[src/logic/serial_port_consts.svh]
// Offsets, field positions, reset values and timing counts of the serial port front end.
// Included by the front end; holds definitions only.
`ifndef SERIAL_PORT_CONSTS_SVH
`define SERIAL_PORT_CONSTS_SVH
`define CLK_PERIOD_NS 8
`define OFS_CTRL 8'h00
`define OFS_TX_B1 8'h04
`define OFS_TX_B2 8'h08
`define OFS_RX_B1 8'h0c
`define OFS_RX_B2 8'h10
`define OFS_STATUS 8'h14
`define CTRL_LAW 0
`define CTRL_FORMAT 1
`define CTRL_LINEAR 2
`define CTRL_CHOICE 3
`define CTRL_MODE_LO 4
`define CTRL_RESET 6'h00
`define TX_RESET 16'h0000
`define SLOT_BITS_COMP 5'd8
`define SLOT_BITS_LIN 5'd16
`define DLY_COMP 11'd64
`define DLY_LIN 11'd128
`define FRAME_LOSS 11'd1024
`define BIT_CNT_LAST 11'd1
`endif

[src/logic/serial_port_pkg.sv]
// Types shared by the serial port front end and its bench.
// Assumes nothing of its surroundings.
package serial_port_pkg;
  typedef enum logic [1:0] {
    CODE_ADPCM,
    CODE_16K,
    CODE_BYPASS,
    CODE_SPARE
  } code_mode_t;
  typedef enum logic {
    STROBED_SERIAL,
    TDM_BACKPLANE
  } port_mode_t;
endpackage

[src/logic/transcoder_serial_port.sv]
// Serial voice port front end: strobed serial and backplane timing, AXI4-Lite registers.
// Assumes aclk at 125 MHz, well above the fastest pin clock, and pins that are asynchronous.
//
// Chosen here: the address map and the AXI4-Lite interface to the registers.
`timescale 1ns/10ps
`include "serial_port_consts.svh"

module transcoder_serial_port (
  input wire logic aclk,
  input wire logic aresetn,
  input wire logic [7:0] s_axi_awaddr,
  input wire logic s_axi_awvalid,
  output logic s_axi_awready,
  input wire logic [31:0] s_axi_wdata,
  input wire logic [3:0] s_axi_wstrb,
  input wire logic s_axi_wvalid,
  output logic s_axi_wready,
  output logic [1:0] s_axi_bresp,
  output logic s_axi_bvalid,
  input wire logic s_axi_bready,
  input wire logic [7:0] s_axi_araddr,
  input wire logic s_axi_arvalid,
  output logic s_axi_arready,
  output logic [31:0] s_axi_rdata,
  output logic [1:0] s_axi_rresp,
  output logic s_axi_rvalid,
  input wire logic s_axi_rready,
  input wire logic serial_bit_clock,
  input wire logic backplane_master_clock,
  input wire logic frame_sync_in,
  input wire logic b1_slot_strobe,
  input wire logic b2_slot_strobe,
  input wire logic pcm_in_b,
  input wire logic sleep_request_n,
  output logic pcm_out_b,
  output logic pcm_out_b_oe,
  output logic delayed_frame_pulse,
  output logic delayed_frame_pulse_oe,
  output serial_port_pkg::port_mode_t port_mode,
  output logic first_port_bypass,
  output logic alaw_active,
  output logic itu_format_active,
  output logic linear_active
);
  import serial_port_pkg::*;

  function automatic logic [4:0] slot_bits(input logic lin);
    slot_bits = lin ? `SLOT_BITS_LIN : `SLOT_BITS_COMP;
  endfunction

  function automatic logic pick_bit(input logic [15:0] word, input logic lin,
                                    input logic [4:0] idx);
    logic [4:0] pos;
    pos = slot_bits(lin) - 5'd1 - idx;
    pick_bit = word[pos[3:0]];
  endfunction

  // Backplane slot and bit position of a bit index; linear slots are twice as long.
  function automatic logic [4:0] slot_of(input logic [9:0] b, input logic lin);
    slot_of = lin ? b[8:4] : b[7:3];
  endfunction

  function automatic logic [4:0] pos_of(input logic [9:0] b, input logic lin);
    pos_of = lin ? {1'b0, b[3:0]} : {2'b00, b[2:0]};
  endfunction

  // A companded word fills the low byte only, so bits of an earlier slot must not linger.
  function automatic logic [15:0] rx_word(input logic [15:0] sh, input logic lin);
    rx_word = lin ? sh : {8'h00, sh[7:0]};
  endfunction

  // Pin synchronisers; stage one feeds stage two only, stage three is for edges.
  logic [6:0] pin_s1_reg;
  logic [6:0] pin_s2_reg;
  logic [6:0] pin_s3_reg;
  always_ff @(posedge aclk) begin
    if (!aresetn) begin
      pin_s1_reg <= 7'h00;
      pin_s2_reg <= 7'h00;
      pin_s3_reg <= 7'h00;
    end else begin
      pin_s1_reg <= {sleep_request_n, pcm_in_b, b2_slot_strobe, b1_slot_strobe,
                     frame_sync_in, backplane_master_clock, serial_bit_clock};
      pin_s2_reg <= pin_s1_reg;
      pin_s3_reg <= pin_s2_reg;
    end
  end

  logic sb_rise, sb_fall, mc_rise, mc_fall, fs_rise;
  logic str1, str2, din, awake;
  assign sb_rise = pin_s2_reg[0] && !pin_s3_reg[0];
  assign sb_fall = !pin_s2_reg[0] && pin_s3_reg[0];
  assign mc_rise = pin_s2_reg[1] && !pin_s3_reg[1];
  assign mc_fall = !pin_s2_reg[1] && pin_s3_reg[1];
  assign fs_rise = pin_s2_reg[2] && !pin_s3_reg[2];
  assign str1 = pin_s2_reg[3];
  assign str2 = pin_s2_reg[4];
  assign din = pin_s2_reg[5];
  assign awake = pin_s2_reg[6];

  // Sleep acts as a reset of all port logic after the pin synchronisers; control and transmit registers keep their contents, received words clear.
  logic core_rst;
  assign core_rst = !aresetn || !awake;

  logic [5:0] ctrl_reg;
  logic [15:0] tx_b1_reg, tx_b2_reg, rx_b1_reg, rx_b2_reg;
  logic lin, choice;
  code_mode_t code_mode;
  assign lin = ctrl_reg[`CTRL_LINEAR];
  assign choice = ctrl_reg[`CTRL_CHOICE];
  assign code_mode = code_mode_t'(ctrl_reg[`CTRL_MODE_LO +: 2]);

  // Slots that carry this device's words in the selected coding mode.
  logic use_b1, use_b2;
  always_comb begin
    use_b1 = 1'b1;
    use_b2 = 1'b1;
    if (code_mode == CODE_16K) begin
      use_b1 = !choice;
      use_b2 = choice;
    end else if (code_mode == CODE_BYPASS) begin
      use_b1 = choice;
      use_b2 = choice;
    end
  end

  always_ff @(posedge aclk) begin
    if (core_rst) begin
      alaw_active <= 1'b0;
      itu_format_active <= 1'b0;
      linear_active <= 1'b0;
      first_port_bypass <= 1'b0;
    end else begin
      alaw_active <= !lin && ctrl_reg[`CTRL_LAW];
      itu_format_active <= !lin && ctrl_reg[`CTRL_FORMAT];
      linear_active <= lin;
      first_port_bypass <= (code_mode == CODE_BYPASS) && !choice;
    end
  end

  // Mode follows frame sync: pulses keep backplane mode, a quiet line drops to strobed.
  logic [10:0] mc_cnt_reg;
  always_ff @(posedge aclk) begin
    if (core_rst) begin
      port_mode <= STROBED_SERIAL;
      mc_cnt_reg <= 11'h000;
    end else if (fs_rise) begin
      port_mode <= TDM_BACKPLANE;
      mc_cnt_reg <= 11'h000;
    end else if (mc_rise && mc_cnt_reg != `FRAME_LOSS) begin
      mc_cnt_reg <= mc_cnt_reg + 11'd1;
    end else if (mc_cnt_reg == `FRAME_LOSS) begin
      port_mode <= STROBED_SERIAL;
    end
  end

  logic tdm;
  assign tdm = (port_mode == TDM_BACKPLANE);

  // Backplane timing: each bit spans two master clocks, so halving the count gives the bit index.
  logic [9:0] bit_idx, nxt_bit;
  logic [4:0] tdm_pos, tdm_slot, nxt_pos, nxt_slot;
  assign bit_idx = mc_cnt_reg[10:1];
  // Frame sync starts bit 0; otherwise the bit after the current one is launched next.
  assign nxt_bit = fs_rise ? 10'h000 : bit_idx + 10'h001;
  assign tdm_slot = slot_of(bit_idx, lin);
  assign tdm_pos = pos_of(bit_idx, lin);
  assign nxt_slot = slot_of(nxt_bit, lin);
  assign nxt_pos = pos_of(nxt_bit, lin);

  logic tdm_in_reg;
  logic [15:0] tdm_sh_reg;
  always_ff @(posedge aclk) begin
    if (core_rst) begin
      tdm_in_reg <= 1'b0;
      tdm_sh_reg <= 16'h0000;
    end else if (tdm && mc_fall && mc_cnt_reg[0]) begin
      tdm_in_reg <= din;
      tdm_sh_reg <= {tdm_sh_reg[14:0], din};
    end
  end

  // Strobed capture: data and strobes share the falling serial clock edge.
  logic str1_q_reg, str2_q_reg;
  logic [15:0] ser_sh_reg;
  logic [4:0] ser_cnt_reg;
  always_ff @(posedge aclk) begin
    if (core_rst) begin
      str1_q_reg <= 1'b0;
      str2_q_reg <= 1'b0;
      ser_sh_reg <= 16'h0000;
    end else if (!tdm && sb_fall) begin
      str1_q_reg <= str1;
      str2_q_reg <= str2;
      if (str1 || str2) begin
        ser_sh_reg <= {ser_sh_reg[14:0], din};
      end
    end
  end

  always_ff @(posedge aclk) begin
    if (core_rst) begin
      rx_b1_reg <= 16'h0000;
      rx_b2_reg <= 16'h0000;
    end else if (!tdm && sb_fall) begin
      if (str1_q_reg && !str1) begin
        rx_b1_reg <= rx_word(ser_sh_reg, lin);
      end
      if (str2_q_reg && !str2) begin
        rx_b2_reg <= rx_word(ser_sh_reg, lin);
      end
    end else if (tdm && mc_rise && mc_cnt_reg[0] && tdm_pos == slot_bits(lin) - 5'd1) begin
      if (tdm_slot == 5'd0) begin
        rx_b1_reg <= rx_word(tdm_sh_reg, lin);
      end else if (tdm_slot == 5'd1) begin
        rx_b2_reg <= rx_word(tdm_sh_reg, lin);
      end
    end
  end

  // Strobed launch: bit count restarts whenever neither strobe is high.
  always_ff @(posedge aclk) begin
    if (core_rst) begin
      ser_cnt_reg <= 5'd0;
    end else if (!tdm && sb_rise) begin
      if (!(str1 || str2)) begin
        ser_cnt_reg <= 5'd0;
      end else if (ser_cnt_reg != slot_bits(lin)) begin
        ser_cnt_reg <= ser_cnt_reg + 5'd1;
      end
    end
  end

  always_ff @(posedge aclk) begin
    if (core_rst) begin
      pcm_out_b <= 1'b0;
      pcm_out_b_oe <= 1'b0;
    end else if (!tdm) begin
      if (sb_rise) begin
        pcm_out_b_oe <= (str1 && use_b1) || (str2 && use_b2);
        pcm_out_b <= str2 ? pick_bit(tx_b2_reg, lin, ser_cnt_reg)
                          : pick_bit(tx_b1_reg, lin, ser_cnt_reg);
      end
    end else if (fs_rise || (mc_rise && mc_cnt_reg[0])) begin
      // A new bit period starts here; frame sync launches bit 0 of slot 0.
      if (nxt_slot == 5'd0) begin
        pcm_out_b_oe <= use_b1;
        pcm_out_b <= pick_bit(tx_b1_reg, lin, nxt_pos);
      end else if (nxt_slot == 5'd1) begin
        pcm_out_b_oe <= use_b2;
        pcm_out_b <= pick_bit(tx_b2_reg, lin, nxt_pos);
      end else if (nxt_slot == 5'd2 || nxt_slot == 5'd3) begin
        // Slots 2 and 3 are D and C, passed with one bit of delay while the B1 strobe pin is low.
        pcm_out_b_oe <= !str1;
        pcm_out_b <= tdm_in_reg;
      end else begin
        pcm_out_b_oe <= 1'b0;
      end
    end
  end

  // Delayed frame pulse lasts one master clock; it shares the B2 strobe pin.
  logic [10:0] dly;
  assign dly = lin ? `DLY_LIN : `DLY_COMP;
  always_ff @(posedge aclk) begin
    if (core_rst || !tdm) begin
      delayed_frame_pulse <= 1'b0;
      delayed_frame_pulse_oe <= 1'b0;
    end else begin
      delayed_frame_pulse_oe <= 1'b1;
      if (mc_rise) begin
        delayed_frame_pulse <= (mc_cnt_reg + 11'd1 == dly);
      end
    end
  end

  // AXI4-Lite write: address and data are held independently until both are in.
  logic aw_full_reg, w_full_reg;
  logic [7:0] aw_addr_reg;
  logic [31:0] w_data_reg;
  logic [3:0] w_strb_reg;
  assign s_axi_awready = !aw_full_reg;
  assign s_axi_wready = !w_full_reg;
  always_ff @(posedge aclk) begin
    if (!aresetn) begin
      aw_full_reg <= 1'b0;
      w_full_reg <= 1'b0;
      aw_addr_reg <= 8'h00;
      w_data_reg <= 32'h0000_0000;
      w_strb_reg <= 4'h0;
    end else begin
      if (s_axi_awvalid && s_axi_awready) begin
        aw_full_reg <= 1'b1;
        aw_addr_reg <= s_axi_awaddr;
      end else if (s_axi_bvalid && s_axi_bready) begin
        aw_full_reg <= 1'b0;
      end
      if (s_axi_wvalid && s_axi_wready) begin
        w_full_reg <= 1'b1;
        w_data_reg <= s_axi_wdata;
        w_strb_reg <= s_axi_wstrb;
      end else if (s_axi_bvalid && s_axi_bready) begin
        w_full_reg <= 1'b0;
      end
    end
  end

  logic do_write, addr_ok;
  assign do_write = aw_full_reg && w_full_reg && !s_axi_bvalid;
  assign addr_ok = aw_addr_reg == `OFS_CTRL || aw_addr_reg == `OFS_TX_B1
                   || aw_addr_reg == `OFS_TX_B2;
  always_ff @(posedge aclk) begin
    if (!aresetn) begin
      s_axi_bvalid <= 1'b0;
      s_axi_bresp <= 2'b00;
      ctrl_reg <= `CTRL_RESET;
      tx_b1_reg <= `TX_RESET;
      tx_b2_reg <= `TX_RESET;
    end else if (do_write) begin
      s_axi_bvalid <= 1'b1;
      s_axi_bresp <= addr_ok ? 2'b00 : 2'b10;
      if (aw_addr_reg == `OFS_CTRL) begin
        if (w_strb_reg[0]) ctrl_reg <= w_data_reg[5:0];
      end else if (aw_addr_reg == `OFS_TX_B1) begin
        if (w_strb_reg[0]) tx_b1_reg[7:0] <= w_data_reg[7:0];
        if (w_strb_reg[1]) tx_b1_reg[15:8] <= w_data_reg[15:8];
      end else if (aw_addr_reg == `OFS_TX_B2) begin
        if (w_strb_reg[0]) tx_b2_reg[7:0] <= w_data_reg[7:0];
        if (w_strb_reg[1]) tx_b2_reg[15:8] <= w_data_reg[15:8];
      end
    end else if (s_axi_bvalid && s_axi_bready) begin
      s_axi_bvalid <= 1'b0;
    end
  end

  // AXI4-Lite read: one cycle from the address handshake to valid data.
  assign s_axi_arready = !s_axi_rvalid;
  always_ff @(posedge aclk) begin
    if (!aresetn) begin
      s_axi_rvalid <= 1'b0;
      s_axi_rdata <= 32'h0000_0000;
      s_axi_rresp <= 2'b00;
    end else if (s_axi_arvalid && s_axi_arready) begin
      s_axi_rvalid <= 1'b1;
      s_axi_rresp <= 2'b00;
      if (s_axi_araddr == `OFS_CTRL) begin
        s_axi_rdata <= {26'h0, ctrl_reg};
      end else if (s_axi_araddr == `OFS_TX_B1) begin
        s_axi_rdata <= {16'h0, tx_b1_reg};
      end else if (s_axi_araddr == `OFS_TX_B2) begin
        s_axi_rdata <= {16'h0, tx_b2_reg};
      end else if (s_axi_araddr == `OFS_RX_B1) begin
        s_axi_rdata <= {16'h0, rx_b1_reg};
      end else if (s_axi_araddr == `OFS_RX_B2) begin
        s_axi_rdata <= {16'h0, rx_b2_reg};
      end else if (s_axi_araddr == `OFS_STATUS) begin
        s_axi_rdata <= {27'h0, first_port_bypass, itu_format_active, alaw_active,
                        !awake, tdm};
      end else begin
        s_axi_rdata <= 32'h0000_0000;
        s_axi_rresp <= 2'b10;
      end
    end else if (s_axi_rvalid && s_axi_rready) begin
      s_axi_rvalid <= 1'b0;
    end
  end
endmodule

[config.mk]
export PLATFORM = sky130hd
export DESIGN_NAME = transcoder_serial_port
export DESIGN_NICKNAME = d
export VERILOG_FILES = /design/src/logic/serial_port_pkg.sv /design/src/logic/transcoder_serial_port.sv
export VERILOG_INCLUDE_DIRS = /design/src /design/src/logic
export SDC_FILE = /design/constraint.sdc
export NUM_CORES = 1
export LEC_CHECK = 0
export ABC_AREA = 1
export BUFFER_PORTS_ARGS = -buffer_cell sky130_fd_sc_hd__buf_2
export CELL_PAD_IN_SITES_DETAIL_PLACEMENT = 1
export CELL_PAD_IN_SITES_GLOBAL_PLACEMENT = 2
export CORE_UTILIZATION = 33
export DETAILED_ROUTE_END_ITERATION = 8
export PLACE_DENSITY = 0.79
export SYNTH_ARGS = -nofsm -noshare
export SYNTH_HDL_FRONTEND = slang
export SYNTH_SLANG_ARGS = --single-unit
[constraint.sdc]
create_clock -name aclk -period 2.5 [get_ports aclk]
set_input_delay 0.125 -clock aclk [delete_from_list [all_inputs] [get_ports aclk]]
set_output_delay 0.125 -clock aclk [all_outputs]
set_load 0.01 [all_outputs]
Word level (Yosys, flattened, before mapping)
Cells that the tools add are included.
- memories kept: 0
- ROM bits: 0
- bits in writable memories: 0
- register bits after elaboration: 213
- latch bits: 0
- mux-type cells: 67
- multiply operators: 0
- magnitude comparators: 2
- reductions and logical operators: 78
- shifts and indexed selects: 0
- bitwise gates (word level): 2
- $add $sub $neg: 6
- div/mod/pow operators: 0
- equality and inequality tests: 25
- operators by type and width (operator ; number):
    two-way mux 16 bit ; 16
    two-way mux 1 bit ; 30
    two-way mux 5 bit ; 6
    logical AND 1 bit ; 28
    equality test 8 x 4 -> 1 bit, second input constant ; 3
    nonzero test 2 bit ; 9
    binary-select mux 1 bit (select 4 bit) ; 4
    equality test 8 x 3 -> 1 bit, second input constant ; 2
    equality test 8 x 5 -> 1 bit, second input constant ; 2
    logical NOT 1 bit ; 16
    logical NOT 8 bit ; 2
    two-way mux 2 bit ; 7
    AND reduction 4 bit ; 3
    adder 11 x 1 -> 11 bit, second input constant ; 1
    equality test 11 bit, second input constant ; 1
    equality test 11 x 8 -> 1 bit ; 1
    != test 11 bit, second input constant ; 1
    equality test 5 x 1 -> 1 bit, second input constant ; 2
    equality test 5 x 2 -> 1 bit, second input constant ; 2
    logical NOT 5 bit ; 2
    < comparator 4 x 5 -> 1 bit, second input constant ; 2
    AND reduction 5 bit ; 2
    adder 9 x 1 -> 9 bit, second input constant ; 1
    two-way mux 9 bit ; 1
    other kinds (17) ; 36

Longest topological paths before layout
Gate-level depths: netlist (run 1).
- depth after elaboration: 11
- mapped depth: 16

Worst setup path before layout (run 1)
OpenSTA, ideal clock, no wires.
- path type: reg2reg
- start point: register mc_cnt_reg[1]
- end point: register mc_cnt_reg[7]
- data arrival time: 1.636 ns
- stages on the path, launching flop included: 12
- slack: 0.742 ns
- cell sequence: dfxtp_1 -> inv_2 -> buf_2 -> ha_1 -> inv_1 -> nor4_1 -> nand4_1 -> nand2_1 -> inv_1 -> buf_2 -> o21ai_0 -> a21oi_1
- cells in the longest elaborated chain, start to end: 2
- elaborated cells on any way between the ends: 3
- classes of those cells: add/sub (1); eq/ne (1); reduce/logical (1)
- RTL lines (item ; RTL line ; source):
    start: declaration ; transcoder_serial_port.sv:142 ; logic [10:0] mc_cnt_reg;
    start signal: assignment ; transcoder_serial_port.sv:151 ; mc_cnt_reg <= mc_cnt_reg + 11'd1;
    parallel branches: the longest is 2 deep, another holds adder 11 x 1 -> 11 bit ; n/a ;
Parallel ways; which one is timed is not known.
A chain may end at the register's enable or synchronous reset.

Final worst setup path (run 1)
- start point: register ctrl_reg[2]
- end point: register rx_b1_reg[0]
- cells in the longest elaborated chain, start to end: 6
- elaborated cells on any way between the ends: 10
- classes of those cells: add/sub (1); eq/ne (1); mux (3); reduce/logical (5)
- RTL lines (item ; RTL line ; source):
    start: declaration ; transcoder_serial_port.sv:105 ; logic [5:0] ctrl_reg;
    start signal: assignment ; transcoder_serial_port.sv:316 ; ctrl_reg <= `CTRL_RESET;
    start signal: assignment ; transcoder_serial_port.sv:323 ; if (w_strb_reg[0]) ctrl_reg <= w_data_reg[5:0];
    two-way mux 5 bit (no line) ; n/a ;
    subtractor 5 x 1 -> 5 bit ; n/a ;
    equality test 4 x 5 -> 1 bit ; transcoder_serial_port.sv:212 ; end else if (tdm && mc_rise && mc_cnt_reg[0] && tdm_pos == slot_bits(lin) - 5'd1) begin
    logical AND 1 bit ; transcoder_serial_port.sv:212 ;
    nonzero test 2 bit (no line) ; n/a ;
    AND reduction 3 bit (no line) (*) ; n/a ;
    end signal: assignment ; transcoder_serial_port.sv:207 ; rx_b1_reg <= rx_word(ser_sh_reg, lin);
    end signal: assignment ; transcoder_serial_port.sv:214 ; rx_b1_reg <= rx_word(tdm_sh_reg, lin);
    end: declaration ; transcoder_serial_port.sv:106 ; logic [15:0] tx_b1_reg, tx_b2_reg, rx_b1_reg, rx_b2_reg;
Every way passes the cells marked *; elsewhere a longest branch is shown, timed or not.

==> metrics.md, run 1 <==
| Metric | Value |
|---|---|
| CP Capture Point | `rx_b1_reg[0]` |
| Kind of critical path | `register to register` |
| CTS Buf Count | `17` |
| WL final | `29200 um` |
| PortBufs | `79` |
| Rows | `60` |
| Drt wl/cell | `17.1 um` |
| CTS Root Buffer Type | `clkbuf_16` |
| DR iter-0 viols | `386` |
| Dominant synthesized flop cell | `dfxtp_1` |
| Switching Power | `1.77 mW` |
| Pre-antenna DRT Iters | `5` |
| Outcome | `finished, final reports clean` |
| Pre-CTS WS | `314 ps` |
| Crit. path cell count | `9` |
| Clk sinks | `194` |
| Final clock skew | `19.3 ps` |
| Clk buf depth | `2` |
| PD cells | `604 nW/um2` |
| Avg Inst Size Synth | `7.21 um2` |
| Grt ovf | `0` |
| Slew Limit Fails | `0` |
| Nets | `1427` |
| Unique cell type count in the Yosys netlist | `51` |
| Unrepaired setup endpoints after global routing | `false` |
| Fraction of registers with async set/reset | `0%` |
| Synth area leaders | `dfxtp_1 (43%), a21oi_1 (9.1%), o21ai_0 (8.7%)` |
| R2r setup slk | `260 ps` |
| Reg2reg path depth | `9` |
| Final hold violations | `0` |
| Post-Layout Cell Count | `1710` |
| Setup crit end kind | `register` |
| Worst setup startpoint | `ctrl_reg[2]` |
| WP data arrival | `2620 ps` |
| Worst path required time | `2880 ps` |
| Utilization after layout | `39.8%` |
| Most common cell after layout, fill and taps aside | `dfxtp_1` |
| Max_cap viols | `0` |
| Max VDD drop | `324 uV` |
| Layout cell share with drive strength beyond 1 | `13.1%` |
| Fin crit share | `89.6%` |
| Post-synthesis instance area | `9050 um2` |
| Largest delay share family, worst path | `flip-flops` |
| Overall Power | `6.49 mW` |
| Slowest-stage cell, CP | `dfxtp_1` |
| I/O pin cnt | `116` |
| Cells after Synth | `1255` |
| Sequential share of the synthesized area | `42.9%` |
| P&R area growth vs syn | `18.6%` |
| Slew at the pin with the worst max-slew slack | `1140 ps` |
| Worst r2r src | `ctrl_reg[2]` |
| Register share of total power | `49.4%` |
| CP startpoint kind | `register` |
| Dpl hpwl | `21700 um` |
| First-pass GRT wire length | `47000 um` |
| Vias in the first global route | `8627` |
| CTS tree | `yes` |
| Setup ws final | `261 ps` |
| Fmax | `0.447 GHz` |
| # fillers | `3367` |
| Pint | `4.72 mW` |
| Synth warn | `0` |
| Initial antenna violation count | `0` |
| Vias per cell | `5.05` |
| # DRC | `0` |
| Starting Density | `33.6%` |
| Sw Ratio | `27.3%` |
| HP Class | `input port to register` |
| Yosys reg bits | `194` |
| Reg-to-reg endpoint | `rx_b1_reg[0]` |
| CTS clk-pin slew, worst paths | `90 ps` |
| CP Buf/Inv Count | `1` |
| Most frequent cells in the layout | `dfxtp_1 (194), nand2_1 (173), a21oi_1 (165), o21ai_0 (158), inv_1 (155)` |
| Post-synth EDFFs | `0` |
| Worst skew pair latency | `450 ps` |
| Core area | `27000 um2` |
| Combinational Power Share | `6.9%` |
| ANT cells | `0` |
| Setup Buffers After CTS | `0` |
| Clock power share | `43.7%` |
| Vias after detailed routing | `8627` |
| DIE WIDTH | `168 um` |
| Post-synth top area share | `42.9%` |
| Total Routing Usage GR | `21.4%` |
| Minimum clock period after layout | `2240 ps` |
| Placed insts | `1639` |
| CP max FO | `17` |
| Antenna viol nets, final | `0` |
| Final setup vio count | `0` |
| H-tree depth | `4` |
| Critical path cell sequence | `nand2_1 -> o21ai_0 -> nand3_1 -> a211o_1 -> nand2_1 -> nand2_2 -> inv_2 -> o21ai_0 -> a21oi_1` |
| Die Y-Extent | `168 um` |
| RD Place Congestion | `0.824` |
| CP peak stage delay | `730 ps` |
| Largest net degree at the start of global routing | `87` |
| Max-Slew Margin vs Limit | `23.9%` |
| Die ar. | `28100 um2` |
| Final TNS setup | `0 ps` |
| Static leakage | `4.34 nW` |
| Yosys top cell by area | `dfxtp_1` |
synth_stat cells, types with 4 or more instances:
master    count
nor2_1      103
nand2_1     173
nand3_2       6
xor2_1        4
nand4_1       9
nand2_2       8
a211oi_1      9
buf_1         4
nor2_4        5
o21a_1        4
buf_2        15
o22ai_1       5
o211ai_1     16
ha_1          5
o21ai_0     158
dfxtp_1     194
buf_4        24
inv_1       155
nor3_1       17
clkbuf_1     36
clkinv_1      5
inv_2         7
nand3_1      79
o221ai_1      7
a21oi_1     165
tightest hold or removal path: stages:
cell and delay, ps:
buf_2 120, clkinv_1 220, a21oi_1 60
cells by family after synthesis:
family,count (synthesis),synth area share (%)
XOR/XNOR,7,0.677
AND/OR/NAND/NOR,415,20.8
multiplexers,1,0.111
adder cells (fa/ha/maj),5,0.691
flip-flops,194,42.9
buffers and inverters,248,11.7
AO/OA/AOI/OAI,384,23.1
other,1,0.0414
metal layers:
layer	up-vias	track usage (%)	share of wire, %
met1	4116	28.5	48
met5	-	0	0
li1	4332	-	-
met3	28	3.14	2.8
met4	0	5.98	1.6
met2	151	35.9	47
through the flow:
stage	hold slack, ps	instance area [um2]
after floorplan	223	9110
after detailed placement	313	9730
after global routing	126	10700
final	126	10700
after CTS	121	10700
after global placement	308	9730
power by group through the flow:
stage	clock network (mW)	registers, mW	logic, mW
after global routing	3.02	3.21	0.507
after detailed placement	0	3.27	0.399
after CTS	2.90	3.20	0.448
final	2.84	3.20	0.449
after global placement	0	3.27	0.391
after floorplan	0	3.26	0.273
final cells by class:
type / instances / area, um2 / area share [%]
clock inverter: 14 / 175 / 1.63
tap: 341 / 427 / 3.97
timing repair buffer: 146 / 1010 / 9.39
sequential: 194 / 3880 / 36.2
inverter: 167 / 627 / 5.84
multi-input combinational: 830 / 4180 / 38.9
clock buffer: 18 / 439 / 4.09
how the worst min path moves through the flow:
stage	startpoint	end	slack, ps	cells after the start
2_1_floorplan	serial_bit_clock	pin_s1_reg[0]	220	2
3_3_place_gp	sleep_request_n	pin_s1_reg[6]	310	3
3_5_place_dp	backplane_master_clock	pin_s1_reg[1]	310	3
4_1_cts	aresetn	aw_addr_reg[7]	120	3
5_1_grt	aresetn	s_axi_bresp[1]	130	3
6_report	aresetn	aw_addr_reg[7]	130	3
what timing repair did:
action	in CTS	in global routing
hold buffers	39	0
resized for setup	0	0
endpoints found under the hold margin	35	0
No activity file was read; power rests on OpenSTA's default activity.
==> run 2, diff against run 1 <==
==> constraint.sdc (replaced) <==
create_clock -name aclk -period 2.5 [get_ports aclk]
set_input_delay 0.25 -clock aclk [delete_from_list [all_inputs] [get_ports aclk]]
set_output_delay 0.25 -clock aclk [all_outputs]
set_load 0.01 [all_outputs]
==> run 2 against run 1 <==
  * Global-route usage is 0.55 points lower
  * Largest cell class unchanged
  * Wire length is 2.6% lower
  * Highest routed layer unchanged
  * Cell count is 2.0% lower
  * Critical endpoint is now mc_cnt_reg[4]
  * Sequential share of layout area is 1.3 points higher
  * Core utilization is 1.4 points lower
  * Critical path type unchanged
  * Worst setup slack better by 40 ps
==> metrics.md, run 2 (synthesized netlist as in run 1, its figures left out) <==
| Metric | Value |
|---|---|
| Die ar. | `28100 um2 (unchanged)` |
| Core area | `27000 um2 (unchanged)` |
| H-tree depth | `4 (unchanged)` |
| Cts repair resizes | `0 (unchanged)` |
| Slew Limit Fails | `0 (unchanged)` |
| Vias after detailed routing | `8460 (was 8627)` |
| Most frequent cells in the layout | `dfxtp_1 (194), nand2_1 (173), a21oi_1 (165), o21ai_0 (158), inv_1 (155) (unchanged)` |
| Reg-to-reg endpoint | `mc_cnt_reg[4] (was rx_b1_reg[0])` |
| WL final | `28500 um (was 29200 um)` |
| Initial antenna violation count | `0 (unchanged)` |
| Reg2reg path depth | `9 (unchanged)` |
| DIE WIDTH | `168 um (unchanged)` |
| Worst r2r src | `mc_cnt_reg[1] (was ctrl_reg[2])` |
| Final hold violations | `0 (unchanged)` |
| WHS Endpoint | `aw_addr_reg[4] (was aw_addr_reg[7])` |
| Max VDD drop | `449 uV (was 324 uV)` |
| Dpl hpwl | `21500 um (was 21700 um)` |
| P&R area growth vs syn | `14.5% (was 18.6%)` |
| Grt ovf | `0 (unchanged)` |
| Antenna viol nets, final | `0 (unchanged)` |
| Max-Slew Margin vs Limit | `29.9% (was 23.9%)` |
| Largest net degree at the start of global routing | `88 (was 87)` |
| Clk buf depth | `2 (unchanged)` |
| PortBufs | `79 (unchanged)` |
| CTS clk-pin slew, worst paths | `80 ps (was 90 ps)` |
| WP data arrival | `2510 ps (was 2620 ps)` |
| Vias in the first global route | `8403 (was 8627)` |
| Largest delay share family, worst path | `simple AND/OR/NAND/NOR gates (was flip-flops)` |
| Pre-antenna DRT Iters | `4 (was 5)` |
| Starting Density | `33.6% (unchanged)` |
| CTS Root Buffer Type | `clkbuf_16 (unchanged)` |
| Final clock skew | `18.1 ps (was 19.3 ps)` |
| Placed cell area | `9720 um2 (was 9730 um2)` |
| First-pass GRT wire length | `45600 um (was 47000 um)` |
| Worst hold start | `s_axi_awaddr[4] (was aresetn)` |
| Worst path required time | `2810 ps (was 2880 ps)` |
| Kind of critical path | `register to register (unchanged)` |
| Setup crit end kind | `register (unchanged)` |
| Die Y-Extent | `168 um (unchanged)` |
| Fmax | `0.455 GHz (was 0.447 GHz)` |
| DR iter-0 viols | `532 (was 386)` |
| Worst setup startpoint | `mc_cnt_reg[1] (was ctrl_reg[2])` |
| CP max FO | `17 (unchanged)` |
| Unrepaired setup endpoints after global routing | `false (unchanged)` |
| Max_cap viols | `0 (unchanged)` |
| Worst skew pair latency | `450 ps (about the same)` |
| Slowest-stage cell, CP | `dfxtp_1 (unchanged)` |
| I/O pin cnt | `116 (unchanged)` |
| # DRC | `0 (unchanged)` |
| RD Place Congestion | `0.870 (was 0.824)` |
| Final Cell Area | `10400 um2 (was 10700 um2)` |
| PD cells | `616 nW/um2 (was 604 nW/um2)` |
| Final TNS setup | `0 ps (unchanged)` |
| Vias per cell | `5.05 (about the same)` |
| Total Routing Usage GR | `20.8% (was 21.4%)` |
| Fin crit share | `88.0% (was 89.6%)` |
| Nets | `1392 (was 1427)` |
| Setup Buffers After CTS | `0 (unchanged)` |
| Slew at the pin with the worst max-slew slack | `1050 ps (was 1140 ps)` |
| ANT cells | `0 (unchanged)` |
| Critical path cell sequence | `inv_2 -> ha_1 -> inv_1 -> nor4_1 -> nand4_1 -> nand2_1 -> inv_1 -> o21ai_0 -> a21oi_1 (was nand2_1 -> o21ai_0 -> nand3_1 -> a211o_1 -> nand2_1 -> nand2_2 -> inv_2 -> o21ai_0 -> a21oi_1)` |
| Final setup vio count | `0 (unchanged)` |
| Layout cell share with drive strength beyond 1 | `13.3% (was 13.1%)` |
| Clk sinks | `194 (unchanged)` |
| Minimum clock period after layout | `2200 ps (was 2240 ps)` |
| Rows | `60 (unchanged)` |
| HP Class | `input port to register (unchanged)` |
| Static leakage | `4.17 nW (was 4.34 nW)` |
| CP startpoint kind | `register (unchanged)` |
| CP Buf/Inv Count | `3 (was 1)` |
| CP peak stage delay | `400 ps (was 730 ps)` |
| Hold depth | `3 (unchanged)` |
| Most common cell after layout, fill and taps aside | `dfxtp_1 (unchanged)` |
| R2r setup slk | `300 ps (was 260 ps)` |
| CTS tree | `yes (unchanged)` |
| Most used cell along the critical path | `inv_1` |
| Hold_ws | `49.4 ps (was 126 ps)` |
| Drt wl/cell | `17.0 um (was 17.1 um)` |
| Outcome | `finished, final reports clean (unchanged)` |
| CTS Buf Count | `17 (unchanged)` |
run 2: cell count changes in the layout (fill, tap and decap cells not counted):
cell | before | now
clkinv_8 | 5 | 3
inv_6 | 4 | 2
clkinvlp_4 | 0 | 1
clkinv_4 | 1 | 3
buf_4 | 27 | 25
inv_8 | 3 | 4
clkbuf_1 | 0 | 1
dlygate4sd3_1 | 39 | 6
clkbuf_8 | 1 | 0
run 2: final cells by class:
class	count	area, um2
Fill cell	3393	16600
Multi-Input combinational cell	830	4180
Sequential cell	194	3880
Timing Repair Buffer	111	663
Inverter	167	627
Clock buffer	18	429
Tap cell	341	427
Clock inverter	14	161
run 2: worst max path at each step:
stage / to / slack, ps / cells past startpoint
finish: mc_cnt_reg[4] / 300 / 9
global route: mc_cnt_reg[4] / 70 / 9
CTS: mc_cnt_reg[4] / 300 / 9
detailed placement: s_axi_rdata[6] / 290 / 12
global placement: s_axi_rdata[6] / 360 / 8
floorplan: mc_cnt_reg[7] / 740 / 11
run 2: worst min-delay path, stage by stage:
cell     delay (ps)
buf_2            70
o21ai_0          70
nor2_1           70
run 2: timing repair:
item | 4_1_cts | 5_1_grt
endpoints found under the setup margin | 0 | 0
hold endpoints to repair | 6 | 0
hold buffers | 6 | 0
run 2: metrics by stage:
stage | cells | setup WS [ps] | utilization, % | power (mW)
after global routing | 1675 | 68.4 | 38.5 | 6.65
final | 1675 | 300 | 38.5 | 6.39
after CTS | 1675 | 295 | 38.5 | 6.46
after floorplan | 1272 | 742 | - | 3.53
after detailed placement | 1637 | 288 | 36.0 | 3.67
after global placement | 1637 | 357 | 36.0 | 3.66
run 2: power by group:
group          leakage [nW]  internal, mW  switching [mW]
clock                 0.284          1.35            1.44
combinational          2.32         0.138           0.260
sequential             1.57          3.15          0.0494
total                  4.17          4.64            1.75
run 2: layer usage:
metal,vias to the layer above,part of all wire [%],global-route usage (%)
met5,-,0,0
met3,29,4.1,3.57
met1,3999,48,28.2
met4,0,2.0,6.42
li1,4263,-,-
met2,169,46,33.8
==> run 3, diff against run 2 <==
Clock period 2.5 ns to 2.16 ns, I/O delays scaled along.
==> run 3 against run 2 <==
  * Largest cell class unchanged
  * Maximum frequency increased by 7.3%
  * Register-to-register slack got worse by 190 ps
  * Sequential share of layout area fell by 0.49 points
  * Largest power group unchanged
==> metrics.md, run 3 (synthesized netlist as in run 1, its figures left out) <==
| Metric | Value |
|---|---|
| WL final | `28900 um (was 28500 um)` |
| Die ar. | `28100 um2 (unchanged)` |
| Reg-to-reg endpoint | `pcm_out_b (was mc_cnt_reg[4])` |
| Final TNS setup | `0 ps (unchanged)` |
| Rows | `60 (unchanged)` |
| CP max FO | `5 (was 17)` |
| Utilization after layout | `39.0% (was 38.5%)` |
| Pre-antenna DRT Iters | `4 (unchanged)` |
| Minimum clock period after layout | `2050 ps (was 2200 ps)` |
| Placed cell area | `9850 um2 (was 9720 um2)` |
| Drt wl/cell | `17.1 um (was 17.0 um)` |
| Layout cell share with drive strength beyond 1 | `14.7% (was 13.3%)` |
| Vias after detailed routing | `8496 (was 8460)` |
| Worst setup startpoint | `mc_cnt_reg[1] (unchanged)` |
| Starting Density | `33.6% (unchanged)` |
| Initial antenna violation count | `0 (unchanged)` |
| Outcome | `finished, final reports clean (unchanged)` |
| Kind of critical path | `register to register (unchanged)` |
| Fin crit share | `94.9% (was 88.0%)` |
| I/O pin cnt | `116 (unchanged)` |
| GR Util met3 | `2.91% (was 3.57%)` |
| Placed insts | `1655 (was 1637)` |
| Reg2reg path depth | `12 (was 9)` |
| Static leakage | `4.26 nW (was 4.17 nW)` |
| Final clock skew | `14.8 ps (was 18.1 ps)` |
| Final setup vio count | `0 (unchanged)` |
| Combinational Power Share | `6.4% (was 6.2%)` |
| Max_cap viols | `0 (unchanged)` |
| Grt ovf | `0 (unchanged)` |
| WHS Endpoint | `pin_s1_reg[2] (was aw_addr_reg[4])` |
| Fmax | `0.488 GHz (was 0.455 GHz)` |
| CTS tree | `yes (unchanged)` |
| Slew Limit Fails | `0 (unchanged)` |
| Hold depth | `3 (unchanged)` |
| Antenna viol nets, final | `0 (unchanged)` |
| ANT cells | `0 (unchanged)` |
| WP data arrival | `2380 ps (was 2510 ps)` |
| Max VDD drop | `502 uV (was 449 uV)` |
| RD Place Congestion | `0.880 (was 0.870)` |
| Pre-CTS WS | `123 ps (was 288 ps)` |
| Total Routing Usage GR | `21.2% (was 20.8%)` |
| CTS Buf Count | `17 (unchanged)` |
| Worst skew pair latency | `440 ps (was 450 ps)` |
| P&R area growth vs syn | `16.1% (was 14.5%)` |
| Dpl hpwl | `21800 um (was 21500 um)` |
| Setup ws final | `110 ps (was 300 ps)` |
| Vias per cell | `5.02 (was 5.05)` |
| First-pass GRT wire length | `46300 um (was 45600 um)` |
| CTS clk-pin slew, worst paths | `80 ps (about the same)` |
| Most frequent cells in the layout | `dfxtp_1 (192), nand2_1 (173), a21oi_1 (165), o21ai_0 (158), inv_1 (154) (was dfxtp_1 (194), nand2_1 (173), a21oi_1 (165), o21ai_0 (158), inv_1 (155))` |
| HP Class | `input port to register (unchanged)` |
| Worst hold start | `frame_sync_in (was s_axi_awaddr[4])` |
| Core area | `27000 um2 (unchanged)` |
| CTS Root Buffer Type | `clkbuf_16 (unchanged)` |
| R2r setup slk | `110 ps (was 300 ps)` |
| H-tree depth | `4 (unchanged)` |
| Unrepaired setup endpoints after global routing | `false (unchanged)` |
| Worst path required time | `2490 ps (was 2810 ps)` |
| Clk sinks | `194 (unchanged)` |
| DIE WIDTH | `168 um (unchanged)` |
| CP startpoint kind | `register (unchanged)` |
| Post-Layout Cell Count | `1693 (was 1675)` |
| Sw Ratio | `27.4% (was 27.3%)` |
| Max-Slew Margin vs Limit | `28.4% (was 29.9%)` |
| Final hold violations | `0 (unchanged)` |
| Vias in the first global route | `8368 (was 8403)` |
| Clock power share | `43.7% (was 43.6%)` |
| PortBufs | `79 (unchanged)` |
| Die Y-Extent | `168 um (unchanged)` |
| Worst r2r src | `mc_cnt_reg[1] (unchanged)` |
| Final Cell Area | `10500 um2 (was 10400 um2)` |
| Slew at the pin with the worst max-slew slack | `1070 ps (was 1050 ps)` |
| GRT busiest layer | `met2 (unchanged)` |
| # fillers | `3384 (was 3393)` |
| Setup Buffers After CTS | `0 (unchanged)` |
| Nets | `1410 (was 1392)` |
| GR Layer Usage met1 | `28.6% (was 28.2%)` |
| DR iter-0 viols | `386 (was 532)` |
| Switching Power | `2.03 mW (was 1.75 mW)` |
| PD cells | `705 nW/um2 (was 616 nW/um2)` |
| Most common cell after layout, fill and taps aside | `dfxtp_1 (unchanged)` |
| Met2 Track Usage GR | `35.1% (was 33.8%)` |
| Setup crit end kind | `register (unchanged)` |
| Pint | `5.38 mW (was 4.64 mW)` |
| # DRC | `0 (unchanged)` |
| Largest net degree at the start of global routing | `88 (unchanged)` |
| Register share of total power | `49.9% (was 50.1%)` |
| Clk buf depth | `2 (unchanged)` |
==> run 3: changes by cell type in the layout (fill, tap and decap cells not counted), sizes merged <==
cell    change
buf        +18
inv         +1
clkinv      -1
==> run 3: power by group through the flow <==
stage | combinational, mW | sequential, mW | clock, mW
6_report | 0.473 | 3.70 | 3.24
5_1_grt | 0.541 | 3.71 | 3.46
4_1_cts | 0.477 | 3.70 | 3.32
3_5_place_dp | 0.467 | 3.78 | 0
3_3_place_gp | 0.460 | 3.78 | 0
2_1_floorplan | 0.316 | 3.77 | 0
==> run 3: layout make-up <==
| cell class | count | area, um2 | share of cell area, % |
|---|---|---|---|
| Clock inverter | 14 | 156 | 1.49 |
| Inverter | 167 | 633 | 6.02 |
| Sequential cell | 194 | 3890 | 37.0 |
| Multi-Input combinational cell | 830 | 4180 | 39.8 |
| Timing Repair Buffer | 129 | 798 | 7.59 |
| Clock buffer | 18 | 429 | 4.08 |
| Tap cell | 341 | 427 | 4.06 |
==> run 3: worst max path at each step <==
stage / end / slack (ps) / cells past startpoint
CTS: pcm_out_b / 90 / 14
global route: pcm_out_b / 4 / 12
global placement: s_axi_rdata[12] / 140 / 8
finish: pcm_out_b / 110 / 12
floorplan: mc_cnt_reg[7] / 400 / 11
detailed placement: pcm_out_b / 120 / 14
==> run 3: timing repair <==
item / in CTS / in global routing
hold buffers: 6 / 0
setup endpoints to repair: 0 / 22
endpoints found under the hold margin: 6 / 0
gates resized for setup: 0 / 6
==> run 3: routing by layer <==
metal	up-vias	share of wire, %
li1	4293	-
met1	4051	49
met2	128	47
met3	24	2.6
met4	0	1.5
met5	-	0
==> run 3: through the flow <==
stage	hold WS [ps]	total power [mW]
finish	11.8	7.41
global route	26.4	7.71
CTS	0.730	7.49
detailed placement	404	4.25
global placement	396	4.24
floorplan	314	4.09
==> run 3: critical path: stages, from the launching register on <==
cell and delay [ps]:
dfxtp_2 360, ha_1 250, or2_1 230, nand2_1 130, nor2_4 70, inv_1 170, nand3_1 110, nand3_1 100
nand2_1 130, a21oi_1 170, nand2_1 100, nand2_1 70, a21oi_1 50
